$ cat config.mk
export PLATFORM = sky130hd
export DESIGN_NAME = ebshc_bus_ctrl
export DESIGN_NICKNAME = d
export VERILOG_FILES = /design/src/core/ebshc_pkg.sv /design/src/core/ebshc_sync3.sv /design/src/core/ebshc_bus_ctrl.sv
export VERILOG_INCLUDE_DIRS = /design/src /design/src/core
export SDC_FILE = /design/constraint.sdc
export NUM_CORES = 1
export LEC_CHECK = 0
export ABC_AREA = 1
export BUFFER_PORTS_ARGS = -buffer_cell sky130_fd_sc_hd__buf_2
export CAP_MARGIN = 40
export CORE_UTILIZATION = 45
export DETAILED_ROUTE_END_ITERATION = 6
export HOLD_SLACK_MARGIN = 0.05
export PLACE_DENSITY = 0.86
export SETUP_SLACK_MARGIN = 0.1
export SYNTH_ARGS = -nofsm -noshare
export SYNTH_HDL_FRONTEND = slang
export SYNTH_SLANG_ARGS = --single-unit
$ cat constraint.sdc
create_clock -name clk_i -period 1.9 [get_ports clk_i]
set_input_delay 0.19 -clock clk_i [delete_from_list [all_inputs] [get_ports clk_i]]
set_output_delay 0.19 -clock clk_i [all_outputs]
set_load 0.03 [all_outputs]
$ cat src/core/ebshc_params.svh
`ifndef EBSHC_PARAMS_SVH
`define EBSHC_PARAMS_SVH
// machine cycle is two fast clocks: clock output toggles every fast cycle
`define EBSHC_MC_DIV 2
// ready is only looked at from this many programmed wait states upward
`define EBSHC_MIN_RDY_WAITS 3'h2
`define EBSHC_ADDR_W 6
`define EBSHC_DATA_W 16
`define EBSHC_WAIT_W 3
`endif

$ cat src/core/ebshc_pkg.sv
package ebshc_pkg;
  typedef enum logic [1:0] {
    ebshc_space_data,
    ebshc_space_prog,
    ebshc_space_io
  } ebshc_space_type;
endpackage

$ cat src/core/ebshc_sync3.sv
`timescale 1ns/1ps
// three-stage pin synchroniser; output moves once stages two and three agree
module ebshc_sync3 (
  // clock and reset
  input wire logic clk_i,
  input wire logic reset_i,
  // pin and result
  input wire logic pin_i,
  input wire logic reset_value_i,
  output logic level_o
);
  logic [2:0] stage;
  logic primed;

  // reset value comes through a clocked load after release; all stages take it too,
  // otherwise cleared stages would agree on a false level right after reset
  always_ff @(posedge clk_i or posedge reset_i) begin
    if (reset_i) begin
      stage <= 3'h0;
      primed <= 1'b0;
      level_o <= 1'b0;
    end else if (!primed) begin
      stage <= {3{reset_value_i}};
      primed <= 1'b1;
      level_o <= reset_value_i;
    end else begin
      // first stage feeds only the second
      stage <= {stage[1:0], pin_i};
      if (stage[1] == stage[2]) begin
        level_o <= stage[2];
      end
    end
  end
endmodule

$ cat src/core/ebshc_bus_ctrl.sv
`timescale 1ns/1ps
`include "ebshc_params.svh"
module ebshc_bus_ctrl (
  // clock and reset
  input wire logic clk_i,
  input wire logic reset_i,
  // core access request, held until done pulse
  input wire logic req_i,
  input wire ebshc_pkg::ebshc_space_type req_space_i,
  input wire logic req_write_i,
  input wire logic [`EBSHC_ADDR_W-1:0] req_addr_i,
  input wire logic [`EBSHC_DATA_W-1:0] req_wdata_i,
  input wire logic [`EBSHC_WAIT_W-1:0] wait_states_i,
  output logic done_o,
  output logic [`EBSHC_DATA_W-1:0] rdata_o,
  // pins from outside
  input wire logic ready_pin_i,
  input wire logic hold_req_n_i,
  input wire logic emulation_float_n,
  input wire logic [`EBSHC_DATA_W-1:0] data_pin_i,
  // address and data pins
  output logic [`EBSHC_ADDR_W-1:0] addr_o,
  output logic addr_oe_o,
  output logic [`EBSHC_DATA_W-1:0] data_o,
  output logic data_oe_o,
  // control pins, each group with its enable
  output logic data_space_select_n,
  output logic program_space_select_n,
  output logic io_space_select_n,
  output logic select_oe_o,
  output logic memory_access_strobe_n,
  output logic io_access_strobe_n,
  output logic strobe_oe_o,
  output logic read_write_o,
  output logic read_write_oe_o,
  output logic bus_claim_ack_n,
  output logic bus_claim_ack_oe_o,
  output logic machine_cycle_clock_out,
  output logic machine_cycle_clock_oe_o
);
  import ebshc_pkg::*;

  // ****************************************
  // pin synchronisers
  // ****************************************
  logic ready_s;
  logic hold_n_s;
  logic emu_n_s;

  ebshc_sync3 u_ready (
    .clk_i(clk_i),
    .reset_i(reset_i),
    .pin_i(ready_pin_i),
    .reset_value_i(1'b0),
    .level_o(ready_s)
  );
  ebshc_sync3 u_hold (
    .clk_i(clk_i),
    .reset_i(reset_i),
    .pin_i(hold_req_n_i),
    .reset_value_i(1'b1),
    .level_o(hold_n_s)
  );
  ebshc_sync3 u_emu (
    .clk_i(clk_i),
    .reset_i(reset_i),
    .pin_i(emulation_float_n),
    .reset_value_i(1'b1),
    .level_o(emu_n_s)
  );

  // ****************************************
  // machine cycle clock
  // ****************************************
  logic mc_phase;
  logic mc_tick;

  // toggles every fast cycle; rising edge marks the start of a machine cycle
  always_ff @(posedge clk_i or posedge reset_i) begin
    if (reset_i) begin
      mc_phase <= 1'b0;
    end else begin
      mc_phase <= ~mc_phase;
    end
  end
  assign mc_tick = mc_phase;

  // ****************************************
  // access sequencer
  // ****************************************
  typedef enum logic [2:0] {
    st_idle,
    st_wait,
    st_ready,
    st_finish,
    st_hold
  } ebshc_state_type;

  ebshc_state_type state;
  logic [`EBSHC_WAIT_W-1:0] wait_cnt;
  logic use_ready;
  logic writing;
  ebshc_space_type space;

  // sequencing only advances on machine cycle boundaries
  always_ff @(posedge clk_i or posedge reset_i) begin
    if (reset_i) begin
      state <= st_idle;
      wait_cnt <= '0;
      use_ready <= 1'b0;
      writing <= 1'b0;
      space <= ebshc_space_data;
    end else if (mc_tick) begin
      unique case (state)
        st_idle: begin
          if (!hold_n_s) begin
            state <= st_hold;
          end else if (req_i) begin
            state <= st_wait;
            wait_cnt <= wait_states_i;
            use_ready <= (wait_states_i >= `EBSHC_MIN_RDY_WAITS);
            writing <= req_write_i;
            space <= req_space_i;
          end
        end
        st_wait: begin
          // ready is ignored until the software waits expire
          if (wait_cnt != '0) begin
            wait_cnt <= wait_cnt - 3'h1;
          end else if (use_ready) begin
            state <= st_ready;
          end else begin
            state <= st_finish;
          end
        end
        st_ready: begin
          if (ready_s) begin
            state <= st_finish;
          end
        end
        st_finish: begin
          state <= st_idle;
        end
        st_hold: begin
          // hold is only entered between accesses, but a hold request floats write data at once, even mid-access
          if (hold_n_s) begin
            state <= st_idle;
          end
        end
      endcase
    end
  end

  logic active;
  assign active = (state == st_wait) || (state == st_ready) || (state == st_finish);

  // done pulse and read capture at the end of the final machine cycle
  always_ff @(posedge clk_i or posedge reset_i) begin
    if (reset_i) begin
      done_o <= 1'b0;
      rdata_o <= '0;
    end else begin
      done_o <= mc_tick && (state == st_finish);
      if (mc_tick && (state == st_finish) && !writing) begin
        rdata_o <= data_pin_i;
      end
    end
  end

  // ****************************************
  // pin drivers
  // ****************************************
  logic next_in_hold;
  assign next_in_hold = (state == st_hold);

  // selects and strobes; one space per access, strobe matched to it
  always_ff @(posedge clk_i or posedge reset_i) begin
    if (reset_i) begin
      data_space_select_n <= 1'b1;
      program_space_select_n <= 1'b1;
      io_space_select_n <= 1'b1;
      memory_access_strobe_n <= 1'b1;
      io_access_strobe_n <= 1'b1;
      read_write_o <= 1'b1;
    end else begin
      data_space_select_n <= !(active && space == ebshc_space_data);
      program_space_select_n <= !(active && space == ebshc_space_prog);
      io_space_select_n <= !(active && space == ebshc_space_io);
      memory_access_strobe_n <= !(active && space != ebshc_space_io);
      io_access_strobe_n <= !(active && space == ebshc_space_io);
      read_write_o <= !(active && writing);
    end
  end

  // address and write data follow the access
  always_ff @(posedge clk_i or posedge reset_i) begin
    if (reset_i) begin
      addr_o <= '0;
      data_o <= '0;
    end else if (mc_tick && state == st_idle && req_i) begin
      addr_o <= req_addr_i;
      data_o <= req_wdata_i;
    end
  end

  // output enables; emulation float overrides everything
  always_ff @(posedge clk_i or posedge reset_i) begin
    if (reset_i) begin
      select_oe_o <= 1'b0;
      strobe_oe_o <= 1'b0;
      read_write_oe_o <= 1'b0;
      addr_oe_o <= 1'b0;
      data_oe_o <= 1'b0;
      bus_claim_ack_oe_o <= 1'b0;
      machine_cycle_clock_oe_o <= 1'b0;
    end else begin
      select_oe_o <= emu_n_s && !next_in_hold;
      strobe_oe_o <= emu_n_s && !next_in_hold;
      read_write_oe_o <= emu_n_s && !next_in_hold;
      addr_oe_o <= emu_n_s && !next_in_hold;
      data_oe_o <= emu_n_s && active && writing && hold_n_s;
      bus_claim_ack_oe_o <= emu_n_s;
      machine_cycle_clock_oe_o <= emu_n_s;
    end
  end

  // acknowledge trails the float by one cycle, so lines are already off
  always_ff @(posedge clk_i or posedge reset_i) begin
    if (reset_i) begin
      bus_claim_ack_n <= 1'b1;
      machine_cycle_clock_out <= 1'b0;
    end else begin
      bus_claim_ack_n <= !(next_in_hold && !select_oe_o && !addr_oe_o);
      machine_cycle_clock_out <= ~mc_phase;
    end
  end

  // ****************************************
  // assertions
  // ****************************************
  // all watched pins are registered, so each property sees settled values
  a_one_select: assert property (@(posedge clk_i) disable iff (reset_i)
    $countones({data_space_select_n, program_space_select_n, io_space_select_n}) >= 2)
    else $error("more than one space select low");
  a_strobe_match: assert property (@(posedge clk_i) disable iff (reset_i)
    !memory_access_strobe_n |-> io_space_select_n)
    else $error("memory strobe with io select");
  a_io_strobe: assert property (@(posedge clk_i) disable iff (reset_i)
    !io_access_strobe_n |-> !io_space_select_n)
    else $error("io strobe without io select");
  a_ack_floated: assert property (@(posedge clk_i) disable iff (reset_i)
    !bus_claim_ack_n |-> !select_oe_o && !strobe_oe_o && !addr_oe_o && !data_oe_o)
    else $error("acknowledge while bus driven");
  a_emu_float: assert property (@(posedge clk_i) disable iff (reset_i)
    !emu_n_s |=> !select_oe_o && !strobe_oe_o && !read_write_oe_o && !bus_claim_ack_oe_o)
    else $error("outputs driven under emulation float");
  a_rw_rest: assert property (@(posedge clk_i) disable iff (reset_i)
    !read_write_o |-> writing && (!memory_access_strobe_n || !io_access_strobe_n))
    else $error("write line low outside a write");
  a_clock_toggle: assert property (@(posedge clk_i) disable iff (reset_i)
    machine_cycle_clock_out |=> !machine_cycle_clock_out ##1 machine_cycle_clock_out)
    else $error("machine cycle clock not toggling");
  a_ready_wait: assert property (@(posedge clk_i) disable iff (reset_i)
    state == st_ready && mc_tick && !ready_s |=> state == st_ready)
    else $error("access ended while ready low");
  a_hold_float: assert property (@(posedge clk_i) disable iff (reset_i)
    state == st_hold |=> !addr_oe_o && !select_oe_o && !read_write_oe_o)
    else $error("bus driven in hold");
  a_data_float: assert property (@(posedge clk_i) disable iff (reset_i)
    !hold_n_s |=> !data_oe_o)
    else $error("data driven under hold request");
  a_select_strobe: assert property (@(posedge clk_i) disable iff (reset_i)
    !data_space_select_n || !program_space_select_n |-> !memory_access_strobe_n)
    else $error("memory select without memory strobe");
  a_strobe_float: assert property (@(posedge clk_i) disable iff (reset_i)
    state == st_hold |=> !strobe_oe_o)
    else $error("strobes driven in hold");
  a_ready_skipped: assert property (@(posedge clk_i) disable iff (reset_i)
    state == st_wait && mc_tick && wait_cnt == '0 && !use_ready |=> state == st_finish)
    else $error("ready looked at with too few wait states");
  a_ack_in_hold: assert property (@(posedge clk_i) disable iff (reset_i)
    !bus_claim_ack_n |-> $past(state) == st_hold)
    else $error("acknowledge outside hold");
  a_select_addr: assert property (@(posedge clk_i) disable iff (reset_i)
    select_oe_o && !(data_space_select_n && program_space_select_n && io_space_select_n)
    |-> addr_oe_o)
    else $error("space select driven without address");
endmodule

**Word-level counts from Yosys, hierarchy flattened**

Cells that the tools add are included.

- Bits in registers: 72

- $add $sub $neg: 1
- $lt $le $gt $ge: 1
- Equal/unequal tests: 20
- Mux-type cells: 20
- Bitwise operators: 1
- Reductions and logical operators: 33

Operators with widths:

| operator | number |
|---|---|
| 3-bit 2-to-1 mux | 11 |
| 1-bit logical AND | 15 |
| 3-bit case mux with 5 select lines | 1 |
| 2-bit != test, second input constant | 6 |
| 5-bit AND reduction | 2 |
| 1-bit logical NOT | 9 |
| 2-bit by 1-bit != test with 1-bit output, second input constant | 4 |
| 1-bit 2-to-1 mux | 7 |
| 3-bit by 2-bit equality test with 1-bit output, second input constant | 2 |
| 3-bit case mux with 2 select lines | 1 |
| 4-bit AND reduction | 1 |
| 1-bit equality test | 3 |
| 3-bit by 1-bit equality test with 1-bit output, second input constant | 1 |
| 3-bit equality test, second input constant | 1 |
| 3-bit by 2-bit >= comparator with 1-bit output, second input constant | 1 |
| 3-bit logical NOT | 1 |
| 3-bit != test, second input constant | 1 |
| 3-bit nonzero test | 1 |
| 3-bit by 1-bit subtractor with 3-bit output, second input constant | 1 |
| 2-bit by 1-bit equality test with 1-bit output, second input constant | 1 |
| 2-bit equality test, second input constant | 1 |
| 2-bit logical NOT | 1 |
| 1-bit logical OR | 2 |
| 2-bit nonzero test | 1 |
| 1-bit inverter | 1 |

**Depth between registers and ports, before layout**

Gate-level depths: netlist (run 1).

- Word-level depth: 6
- Mapped depth: 9
- Depth with buffers taken out: 9

**By module**

A second synthesis (run 1) with hierarchy kept.

- Cell total of the unflattened synthesis: 352
- Area total of the unflattened synthesis: 3103.0 um^2

By module, submodules not included:

| module | times used | cells an instance | area each (um^2) | sequential area each (um^2) |
|---|---|---|---|---|
| ebshc_bus_ctrl | 1 | 286 | 2528.7 | 1483.9 |
| ebshc_sync3 | 3 | 22 | 191.4 | 125.1 |

**Least setup slack after synthesis (run 1)**

OpenSTA, ideal clock, no wires.

- Kind: reg2reg
- From: register, netlist name machine_cycle_clock_out
- To: register rdata_o[10]
- Setup time: 0.119 ns
- Arrival time: 1.169 ns
- Data required time: 1.781 ns
- Path slack: 0.613 ns
- Stages on the path, launching flop included: 6
- Buffers on the path: 2
- Clock period less this slack: 1.287 ns
- Cell sequence: dfrtp_1 -> buf_2 -> nand3b_2 -> buf_6 -> nand2_1 -> o21ai_2

RTL lines:

| item | line | RTL |
|---|---|---|
| end signal, assigned | ebshc_bus_ctrl.sv:165 | `rdata_o <= data_pin_i;` |
| end, declared | ebshc_bus_ctrl.sv:15 | `` output logic [`EBSHC_DATA_W-1:0] rdata_o, `` |

**Final worst setup path (run 1)**

- From: register state[2]
- To: register addr_o[3]

- Cells in the longest elaborated chain, start to end: 3

RTL lines:

| item | line | RTL |
|---|---|---|
| start, declared | ebshc_bus_ctrl.sv:99 | `ebshc_state_type state;` |
| start signal, assigned | ebshc_bus_ctrl.sv:108 | `state <= st_idle;` |
| start signal, assigned | ebshc_bus_ctrl.sv:117 | `state <= st_hold;` |
| start signal, assigned | ebshc_bus_ctrl.sv:119 | `state <= st_wait;` |
| 3-bit logical NOT | ebshc_bus_ctrl.sv:200 | `end else if (mc_tick && state == st_idle && req_i) begin` |
| 1-bit logical AND (2 in series) | ebshc_bus_ctrl.sv:200 |  |
| end signal, assigned | ebshc_bus_ctrl.sv:201 | `addr_o <= req_addr_i;` |
| end, declared | ebshc_bus_ctrl.sv:22 | `` output logic [`EBSHC_ADDR_W-1:0] addr_o, `` |

Every way passes these cells.
A chain may end at the register's enable or synchronous reset.

==> results.yml, run 1 <==
routing:
  drt-total-wl_um: 5990
  drt-initial-drc-count: 148
  vias: 2368
  drt_pass1_iterations: 4
  drtAntennaViolNets: 0
  route.detailed.drc: 0
  route.detailed.wl_per_inst_um: 11.7
  viasPerCell: 4.63
cts:
  cts_buffers: 9
  cts.htree.levels: 3
  clk_latency_ns: 0.33
  cts.clk_slew.worst_paths_ns: 0.08
  cts_sinks: 72
  ctsLongestPathBuffers: 2
  cts_tree: "done"
  cts-root-buf: "clkbuf_8"
  post_cts_buffers: 0
worst_setup_path:
  path_depth: 5
  worstPathMaxFanout: 22
  ff2ff_setup_slack_ns: 0.36
  cp_data_arrival_time_ns: 1.79
  critPathTopFamily: "simple AND/OR/NAND/NOR gates"
  path_class: "flip-flop to flip-flop"
  max_stage_delay_ns: 0.49
  required_ns: 2.15
  cp_num_buf_inv: 1
  reg2reg_to: "addr_o[3]"
  reg2reg_depth: 5
  worstSetupStartpointType: "flip-flop"
  endpoint: "addr_o[3]"
  crit-reg2reg-launch: "state[2]"
  critical_path.startpoint: "state[2]"
  endpoint_kind: "flip-flop"
  critPathSlowestCell: "dfrtp_1"
  cp_cell_sequence: "nor2_4 -> nand2_2 -> inv_2 -> nand3_4 -> o21ai_2"
timing:
  grt_setup_unrepaired: "no"
  finalCritPeriodShare: 0.812
  worst_pin_slew_ns: 0.571
  min_period_ns: 1.54
  fmax_mhz: 648
  whs_ns: 0.0926
  clock_skew_ns: 0.00867
  fin_setup_tns_ns: 0
  drv_slew: 0
  finalHoldViolations: 0
  slew_headroom: 0.619
  setup_ws_ns: 0.357
  setup_viol: 0
global_routing:
  grt_usage: 0.167
  grt_pass1_wl_um: 9540
  antenna_found_initial: 0
  grt_pass1_vias: 2223
  overflow: 0
  grt_max_degree: 45
floorplan:
  die_x_um: 85.6
  dieArea_um2: 7320
  rows: 30
  io_pins: 104
  fp.dieH_um: 85.6
  initial_core_util: 0.465
  coreArea_um2: 6760
logic_synthesis:
  synth.distinct_cells: 26
  synthesis.nets: 371
  synth_area_um2: 3140
  ys_ff_latch: 72
  syn_avg_cell_area_um2: 9.85
  syn_inst: 319
  ys_seq_area_frac: 0.576
  synth_warnings: 0
run:
  maxCapViolations: 0
pwr:
  vdd_drop_max_uv: 801
  power_mw: 6.69
  cellPowerDensity_nw_per_um2: 1700
  power.leakage_nw: 2.17
place:
  pre_cts_slack_ns: 0.212
  routabilityCongestion: 0.863
  dp_hpwl_um: 4220
  portBuffers: 103
  place_area_um2: 3660
  dp_cells: 491
cells_and_area:
  syn_to_final_growth_pct: 25.4
  utilization: 0.583
  drive_gt1_frac: 0.425
  finish.instance_area_um2: 3940
  final_cells: 511
  num_antenna_cells: 0
  layout.nets: 479
  mostFrequentLayoutCell: "buf_2"
  final_cell_mix: "buf_2, nand2_1, dfrtp_1"
worst_hold_path:
  hp-class: "input port to flip-flop"
run_status:
  outcome: "finished, final reports clean"
==> cell usage after synthesis, drive strengths merged <==
cell    number  share of area
o21ai       53           0.13
nor2        12          0.017
dfrtp       66           0.53
buf         15          0.045
xnor2        1         0.0028
dfstp        6          0.050
nor4         1         0.0020
nor3         3         0.0064
or2          7          0.014
inv         63          0.075
nand3       11          0.022
nand3b       2         0.0060
a21oi        4         0.0064
nand2       71          0.086
ha           2         0.0080
nand4        1         0.0040
conb         1         0.0012
==> power breakdown <==
group	leakage [nW]	switching (mW)	internal, mW	total (mW)
combinational	1.21	2.03	0.913	2.94
sequential	0.854	0.319	2.12	2.44
clock	0.108	0.538	0.768	1.31
total	2.17	2.89	3.80	6.69
==> layout make-up <==
class,count,area [um2]
clock buffers,10,138
well taps,80,100
fillers,584,2820
clock inverters,5,81.3
multi-input cells,170,973
flip-flops and latches,72,1810
inverters,63,240
repair buffers,111,598
==> metal layers <==
metal | part of all wire | up-vias | track usage | wire [um]
li1 | - | 1184 | - | -
met1 | 0.44 | 1113 | 0.198 | 2640
met2 | 0.51 | 65 | 0.296 | 3050
met3 | 0.039 | 6 | 0.0356 | 236
met4 | 0.011 | 0 | 0.0682 | 63
met5 | 0 | - | 0 | 0
==> state kept, by name, summed over array words and instances (netlist names), 2 cells and up <==
| name | flops |
|---|---|
| data_o | 16 |
| rdata_o | 16 |
| addr_o | 6 |
| state | 3 |
| u_emu.stage | 3 |
| u_hold.stage | 3 |
| u_ready.stage | 3 |
| wait_cnt | 3 |
| space | 2 |
==> worst min path at each step <==
stage                    start               end  slack [ns]  cells past startpoint
2_1_floorplan      ready_pin_i  u_ready.stage[0]        0.29                      2
3_3_place_gp           reset_i       wait_cnt[2]        0.27                      2
3_5_place_dp           reset_i       wait_cnt[2]        0.28                      2
4_1_cts        req_wdata_i[10]        data_o[10]        0.07                      3
5_1_grt        req_wdata_i[10]        data_o[10]        0.08                      3
6_report       req_wdata_i[10]        data_o[10]        0.09                      3
==> what timing repair did <==
| action | 4_1_cts | 5_1_grt |
|---|---|---|
| setup endpoints to repair | 0 | 17 |
| resized for setup | 0 | 1 |
| hold buffers | 4 | 0 |
| endpoints found under the hold margin | 22 | 0 |
==> kinds of logic (layout without fill, tap and decap cells) <==
| family | after synthesis | in the layout | synth area share |
|---|---|---|---|
| simple gates | 108 | 109 | 0.156 |
| buf+inv | 78 | 189 | 0.120 |
| flops | 72 | 72 | 0.576 |
| compound gates | 57 | 57 | 0.136 |
| fa+ha+maj | 2 | 2 | 0.00796 |
| other cells | 1 | 1 | 0.00119 |
| xor+xnor | 1 | 1 | 0.00279 |
==> worst min-delay path: stages <==
cell     delay, ns
buf_2         0.09
inv_1         0.05
o21ai_2       0.05
(Power assumes the default switching activity.)
==> inputs of run 2 (changes only) <==
--- a/config.mk
+++ b/config.mk
@@ -9,10 +9,10 @@
 export ABC_AREA = 1
 export BUFFER_PORTS_ARGS = -buffer_cell sky130_fd_sc_hd__buf_2
 export CAP_MARGIN = 40
-export CORE_UTILIZATION = 45
+export CORE_UTILIZATION = 50
 export DETAILED_ROUTE_END_ITERATION = 6
 export HOLD_SLACK_MARGIN = 0.05
-export PLACE_DENSITY = 0.86
+export PLACE_DENSITY = 0.9
 export SETUP_SLACK_MARGIN = 0.1
 export SYNTH_ARGS = -nofsm -noshare
 export SYNTH_HDL_FRONTEND = slang
==> constraint.sdc (replaced) <==
create_clock -name clk_i -period 1.5 [get_ports clk_i]
set_input_delay 0.15 -clock clk_i [delete_from_list [all_inputs] [get_ports clk_i]]
set_output_delay 0.15 -clock clk_i [all_outputs]
set_load 0.03 [all_outputs]
==> run 2 against run 1 <==
Against the previous run: first-iteration DRC count fell by 23%; critical path depth rose by 2; register-to-register slack got worse by 0.21 ns; worst hold slack got worse by 0.037 ns; clock skew fell by 0.0029 ns; sequential power rose by 27%; clock-buffer cell count rose by 3; via count rose by 6.2%; cell count rose by 5.1%; non-clock buffer count rose by 31; critical endpoint is now data_o[4]; highest routed layer unchanged.
==> results.yml, run 2 (same netlist as run 1, synthesis figures left out) <==
run_status:
  outcome: "finished, final reports clean"
cts:
  cts_sinks: 72
  cts.clk_slew.worst_paths_ns: 0.07
  cts.htree.levels: 3
  cts_tree: "done"
  ctsLongestPathBuffers: 2
  clk_latency_ns: 0.33
  cts_buffers: 9
  cts-root-buf: "clkbuf_8"
pwr:
  cellPowerDensity_nw_per_um2: 2080
  power.leakage_nw: 2.34
  swShare: 0.424
  pwr-share-clk: 0.186
  comb_power_share: 0.467
  pwr-share-seq: 0.346
  vdd_drop_max_uv: 1340
  internal_power_mw: 5.15
  power.switching_mw: 3.79
worst_hold_path:
  hp-class: "input port to flip-flop"
  hold_end: "space[0]"
  hold_depth: 3
  hp-start: "req_space_i[0]"
worst_setup_path:
  critPathTopFamily: "flip-flops"
  path_depth: 7
  required_ns: 1.72
  ff2ff_setup_slack_ns: 0.14
  worstSetupStartpointType: "flip-flop"
  crit-reg2reg-launch: "state[0]"
  cp_data_arrival_time_ns: 1.58
  worstPathMaxFanout: 6
  reg2reg_depth: 7
  cp_common_cell: "inv_2"
  reg2reg_to: "data_o[4]"
  critPathSlowestCell: "dfrtp_2"
  endpoint_kind: "flip-flop"
  path_class: "flip-flop to flip-flop"
  cp_num_buf_inv: 3
  cp_cell_sequence: "inv_2 -> nand2_2 -> inv_2 -> nand3_4 -> buf_12 -> nand2_1 -> o21ai_2"
  max_stage_delay_ns: 0.45
timing:
  drv_slew: 0
  whs_ns: 0.0560
  finalHoldViolations: 0
  clock_skew_ns: 0.00573
  setup_viol: 0
  setup_ws_ns: 0.144
  min_period_ns: 1.36
  fin_setup_tns_ns: 0
  grt_setup_unrepaired: "yes"
  fmax_mhz: 737
  finalCritPeriodShare: 0.904
routing:
  drt-initial-drc-count: 114
  drt_pass1_iterations: 5
  route.detailed.drc: 0
  vias: 2515
  drtAntennaViolNets: 0
  route.detailed.wl_per_inst_um: 12.6
  drt-total-wl_um: 6790
  viasPerCell: 4.68
cells_and_area:
  syn_to_final_growth_pct: 36.5
  mostFrequentLayoutCell: "buf_2"
  n_fill_cell: 417
  num_antenna_cells: 0
  regArea_um2: 1810
  layout.nets: 509
  multi_input_area_um2: 963
  drive_gt1_frac: 0.422
  utilization: 0.716
  reg.largest.list: "data_o (16), rdata_o (16), addr_o (6)"
  final_cell_mix: "buf_2, nand2_1, dfrtp_1"
global_routing:
  grt_pass1_vias: 2223
  overflow: 0
  grt_pass1_wl_um: 9960
  antenna_found_initial: 0
  grt_max_degree: 73
  grt_usage: 0.204
place:
  portBuffers: 103
  routabilityCongestion: 0.801
  pre_cts_slack_ns: 0.128
  dp_hpwl_um: 4190
floorplan:
  die_x_um: 81.3
  rows: 28
  dieArea_um2: 6600
  fp.dieH_um: 81.3
  initial_core_util: 0.524
  io_pins: 104
  coreArea_um2: 5990
run:
  maxCapViolations: 0
[run 2: cell count changes in the layout (fill, tap and decap cells not counted), sizes merged]
cell / before / now
buf: 107 / 114
clkbuf: 10 / 16
dlygate4sd3: 4 / 25
nand3: 12 / 11
clkinv: 2 / 1
clkinvlp: 2 / 1
[run 2: worst max path at each step]
stage,start,end,slack (ns)
2_1_floorplan,machine_cycle_clock_out,rdata_o[10],0.21
3_3_place_gp,state[1],data_o[12],0.15
3_5_place_dp,state[0],rdata_o[7],0.13
4_1_cts,wait_cnt[0],wait_cnt[2],0.12
5_1_grt,state[1],state[2],0.07
6_report,state[0],data_o[4],0.14
[run 2: power by group through the flow]
stage / Combinational, mW / Clock [mW] / Sequential (mW)
floorplan: 1.78 / 0 / 4.19
global placement: 3.66 / 0 / 3.10
detailed placement: 3.78 / 0 / 3.12
CTS: 3.82 / 1.68 / 3.11
global route: 4.55 / 1.79 / 3.18
finish: 4.18 / 1.66 / 3.10
[run 2: layout make-up]
cell class | instances | area share
clock inverter | 3 | 0.0152
tap | 75 | 0.0219
sequential | 72 | 0.423
timing repair buffer | 142 | 0.225
clock buffer | 13 | 0.0347
inverter | 63 | 0.0560
multi-input combinational | 169 | 0.225
[run 2: layer usage]
metal,vias up,global-route usage,part of all wire
li1,1244,-,-
met1,1175,0.252,0.41
met4,0,0.102,0.015
met3,9,0.0416,0.044
met2,87,0.338,0.53
met5,-,0,0
[run 2: worst min-delay path, delay by kind of cell]
kind,cells,cell delay (ns)
compound gates,1,0.07
buf+inv,2,0.14
[run 2: through the flow]
stage | power (mW) | cells | area, um2
2_1_floorplan | 5.98 | 319 | 3150
3_3_place_gp | 6.76 | 486 | 3680
3_5_place_dp | 6.90 | 486 | 3680
4_1_cts | 8.62 | 521 | 4090
5_1_grt | 9.51 | 537 | 4290
6_report | 8.94 | 537 | 4290
[run 2: what timing repair did]
item                                    in CTS  in global routing
setup buffers                                0                  6
endpoints found under the hold margin       84                  6
gates resized for setup                      1                  5
gates cloned                                 0                  4
pin swaps                                    0                  1
endpoints found under the setup margin       5                 42
hold buffers                                19                  6
==> inputs of run 3 (changes only) <==
--- a/config.mk
+++ b/config.mk
@@ -9,10 +9,10 @@
 export ABC_AREA = 1
 export BUFFER_PORTS_ARGS = -buffer_cell sky130_fd_sc_hd__buf_2
 export CAP_MARGIN = 40
-export CORE_UTILIZATION = 50
+export CORE_UTILIZATION = 45
 export DETAILED_ROUTE_END_ITERATION = 6
 export HOLD_SLACK_MARGIN = 0.05
-export PLACE_DENSITY = 0.9
+export PLACE_DENSITY = 0.86
 export SETUP_SLACK_MARGIN = 0.1
 export SYNTH_ARGS = -nofsm -noshare
 export SYNTH_HDL_FRONTEND = slang
==> constraint.sdc (replaced) <==
create_clock -name clk_i -period 1.2 [get_ports clk_i]
set_input_delay 0.12 -clock clk_i [delete_from_list [all_inputs] [get_ports clk_i]]
set_output_delay 0.12 -clock clk_i [all_outputs]
set_load 0.03 [all_outputs]
==> run 3 against run 2 <==
Against the previous run: the flow now finishes with violations (negative setup slack); sequential power is 26% higher; total power increased by 30%; die area rose by 11%; flip-flop and latch count unchanged; utilization down 2.1 points; sequential share of layout area decreased by 3.7 points; worst hold slack improved by 0.0018 ns; combinational power rose by 39%; maximum frequency grew 7.1%; routed wire length grew 12%; clock power up 14%; via count is 4.6% higher; largest cell class unchanged.
==> results.yml, run 3 (same netlist as run 1, synthesis figures left out) <==
timing:
  drv_slew: 0
  clock_skew_ns: 0.00679
  min_period_ns: 1.27
  fmax_mhz: 789
  setup_ws_ns: -0.0667
  finalHoldViolations: 0
  setup_viol: 42
  whs_ns: 0.0578
  finalCritPeriodShare: 1.06
  grt_setup_unrepaired: "yes"
  fin_setup_tns_ns: -1.60
cells_and_area:
  drive_gt1_frac: 0.476
  regArea_um2: 1810
  syn_to_final_growth_pct: 49.5
  final_cells: 569
  n_fill_cell: 491
  num_antenna_cells: 0
  reg.largest.list: "data_o (16), rdata_o (16), addr_o (6)"
  layout.nets: 536
  multi_input_area_um2: 1070
  final_cell_mix: "buf_2, dfrtp_1, nand2_1"
  mostFrequentLayoutCell: "buf_2"
run:
  maxCapViolations: 0
place:
  dp_cells: 501
  pre_cts_slack_ns: -0.0793
  routabilityCongestion: 0.868
  dp_hpwl_um: 4430
  portBuffers: 103
cts:
  cts-root-buf: "clkbuf_8"
  cts.clk_slew.worst_paths_ns: 0.07
  cts.htree.levels: 3
  ctsLongestPathBuffers: 2
  cts_tree: "done"
  clk_latency_ns: 0.34
  cts_sinks: 72
  cts_buffers: 9
pwr:
  pwr-share-clk: 0.164
  power_mw: 11.6
  comb_power_share: 0.499
  pwr-share-seq: 0.337
  cellPowerDensity_nw_per_um2: 2470
  power.leakage_nw: 2.50
  internal_power_mw: 6.60
  power.switching_mw: 5.00
  swShare: 0.431
  vdd_drop_max_uv: 1480
worst_hold_path:
  hp-class: "input port to flip-flop"
worst_setup_path:
  required_ns: 1.47
  worstPathMaxFanout: 22
  endpoint_kind: "flip-flop"
  path_class: "flip-flop to flip-flop"
  worstSetupStartpointType: "flip-flop"
  cp_data_arrival_time_ns: 1.53
routing:
  route.detailed.drc: 0
  drt-total-wl_um: 7570
  vias: 2630
  drtAntennaViolNets: 0
  viasPerCell: 4.62
  drt_pass1_iterations: 6
  route.detailed.wl_per_inst_um: 13.3
  drt-initial-drc-count: 48
floorplan:
  initial_core_util: 0.465
  rows: 30
  die_x_um: 85.6
  fp.dieH_um: 85.6
  io_pins: 104
  coreArea_um2: 6760
  dieArea_um2: 7320
run_status:
  violations: "negative setup slack"
  outcome: "finished, violations left"
global_routing:
  grt_pass1_vias: 2604
  grt_usage: 0.209
  grt_max_degree: 45
  antenna_found_initial: 0
  overflow: 0
  grt_pass1_wl_um: 11600
run 3: cell types whose count changed in the layout (fill, tap and decap cells not counted), moves of 7 or more:
cell / before / now
buf_6: 1 / 9
buf_2: 103 / 92
dlygate4sd3_1: 25 / 44
nand2_1: 70 / 60
o21ai_1: 0 / 7
o21ai_0: 15 / 6
nand2_2: 1 / 10
buf_4: 7 / 18
run 3: power groups by stage:
stage	registers [mW]	logic (mW)	clock network (mW)
after global routing	4.00	6.26	2.04
after floorplan	5.24	2.24	0
after global placement	3.82	4.78	0
final	3.91	5.79	1.90
after CTS	3.87	5.47	1.95
after detailed placement	3.86	4.95	0
run 3: final cells by class:
type,instances,share of cell area
Sequential cell,72,0.386
Multi-Input combinational cell,169,0.229
Tap cell,80,0.0213
Clock inverter,3,0.00852
Timing Repair Buffer,169,0.270
Inverter,63,0.0511
Clock buffer,13,0.0338
run 3: metal layers:
metal,GRT usage,part of all wire
met3,0.0366,0.033
met1,0.230,0.39
met5,0,0
met4,0.0818,0.014
met2,0.399,0.56
run 3: worst paths after layout:
check	startpoint	to	slack (ns)	cells after the start
hold reg to reg	u_emu.level_o	machine_cycle_clock_oe_o	0.41	0
min in group asynchronous	reset_i	addr_o[1]	0.31	3
setup reg to reg	state[2]	data_o[11]	-0.07	6
setup / recovery	state[2]	data_o[11]	-0.07	6
max in group asynchronous	reset_i	rdata_o[3]	0.40	4
hold / removal	req_space_i[0]	space[0]	0.06	3
run 3: stage by stage:
stage                     instance area [um2]   util
after detailed placement                 3780  0.560
after global placement                   3780  0.560
after global routing                     4700  0.695
after CTS                                4580  0.678
after floorplan                          3150      -
final                                    4700  0.695
run 3: worst max-delay path: stages (launching register included):
cell and delay [ns]:
dfrtp_2 0.45, nor2_4 0.14, nand2_2 0.07, inv_2 0.08, nand3_4 0.10, clkbuf_16 0.23, o21ai_2 0.13
run 3: timing repair:
action                                  4_1_cts  5_1_grt
setup buffers                                 5        2
endpoints found under the setup margin       62       66
endpoints found under the hold margin        89        0
pin swaps                                     5        4
hold buffers                                 44        0
cloned                                        0        1
resized for setup                            43       27
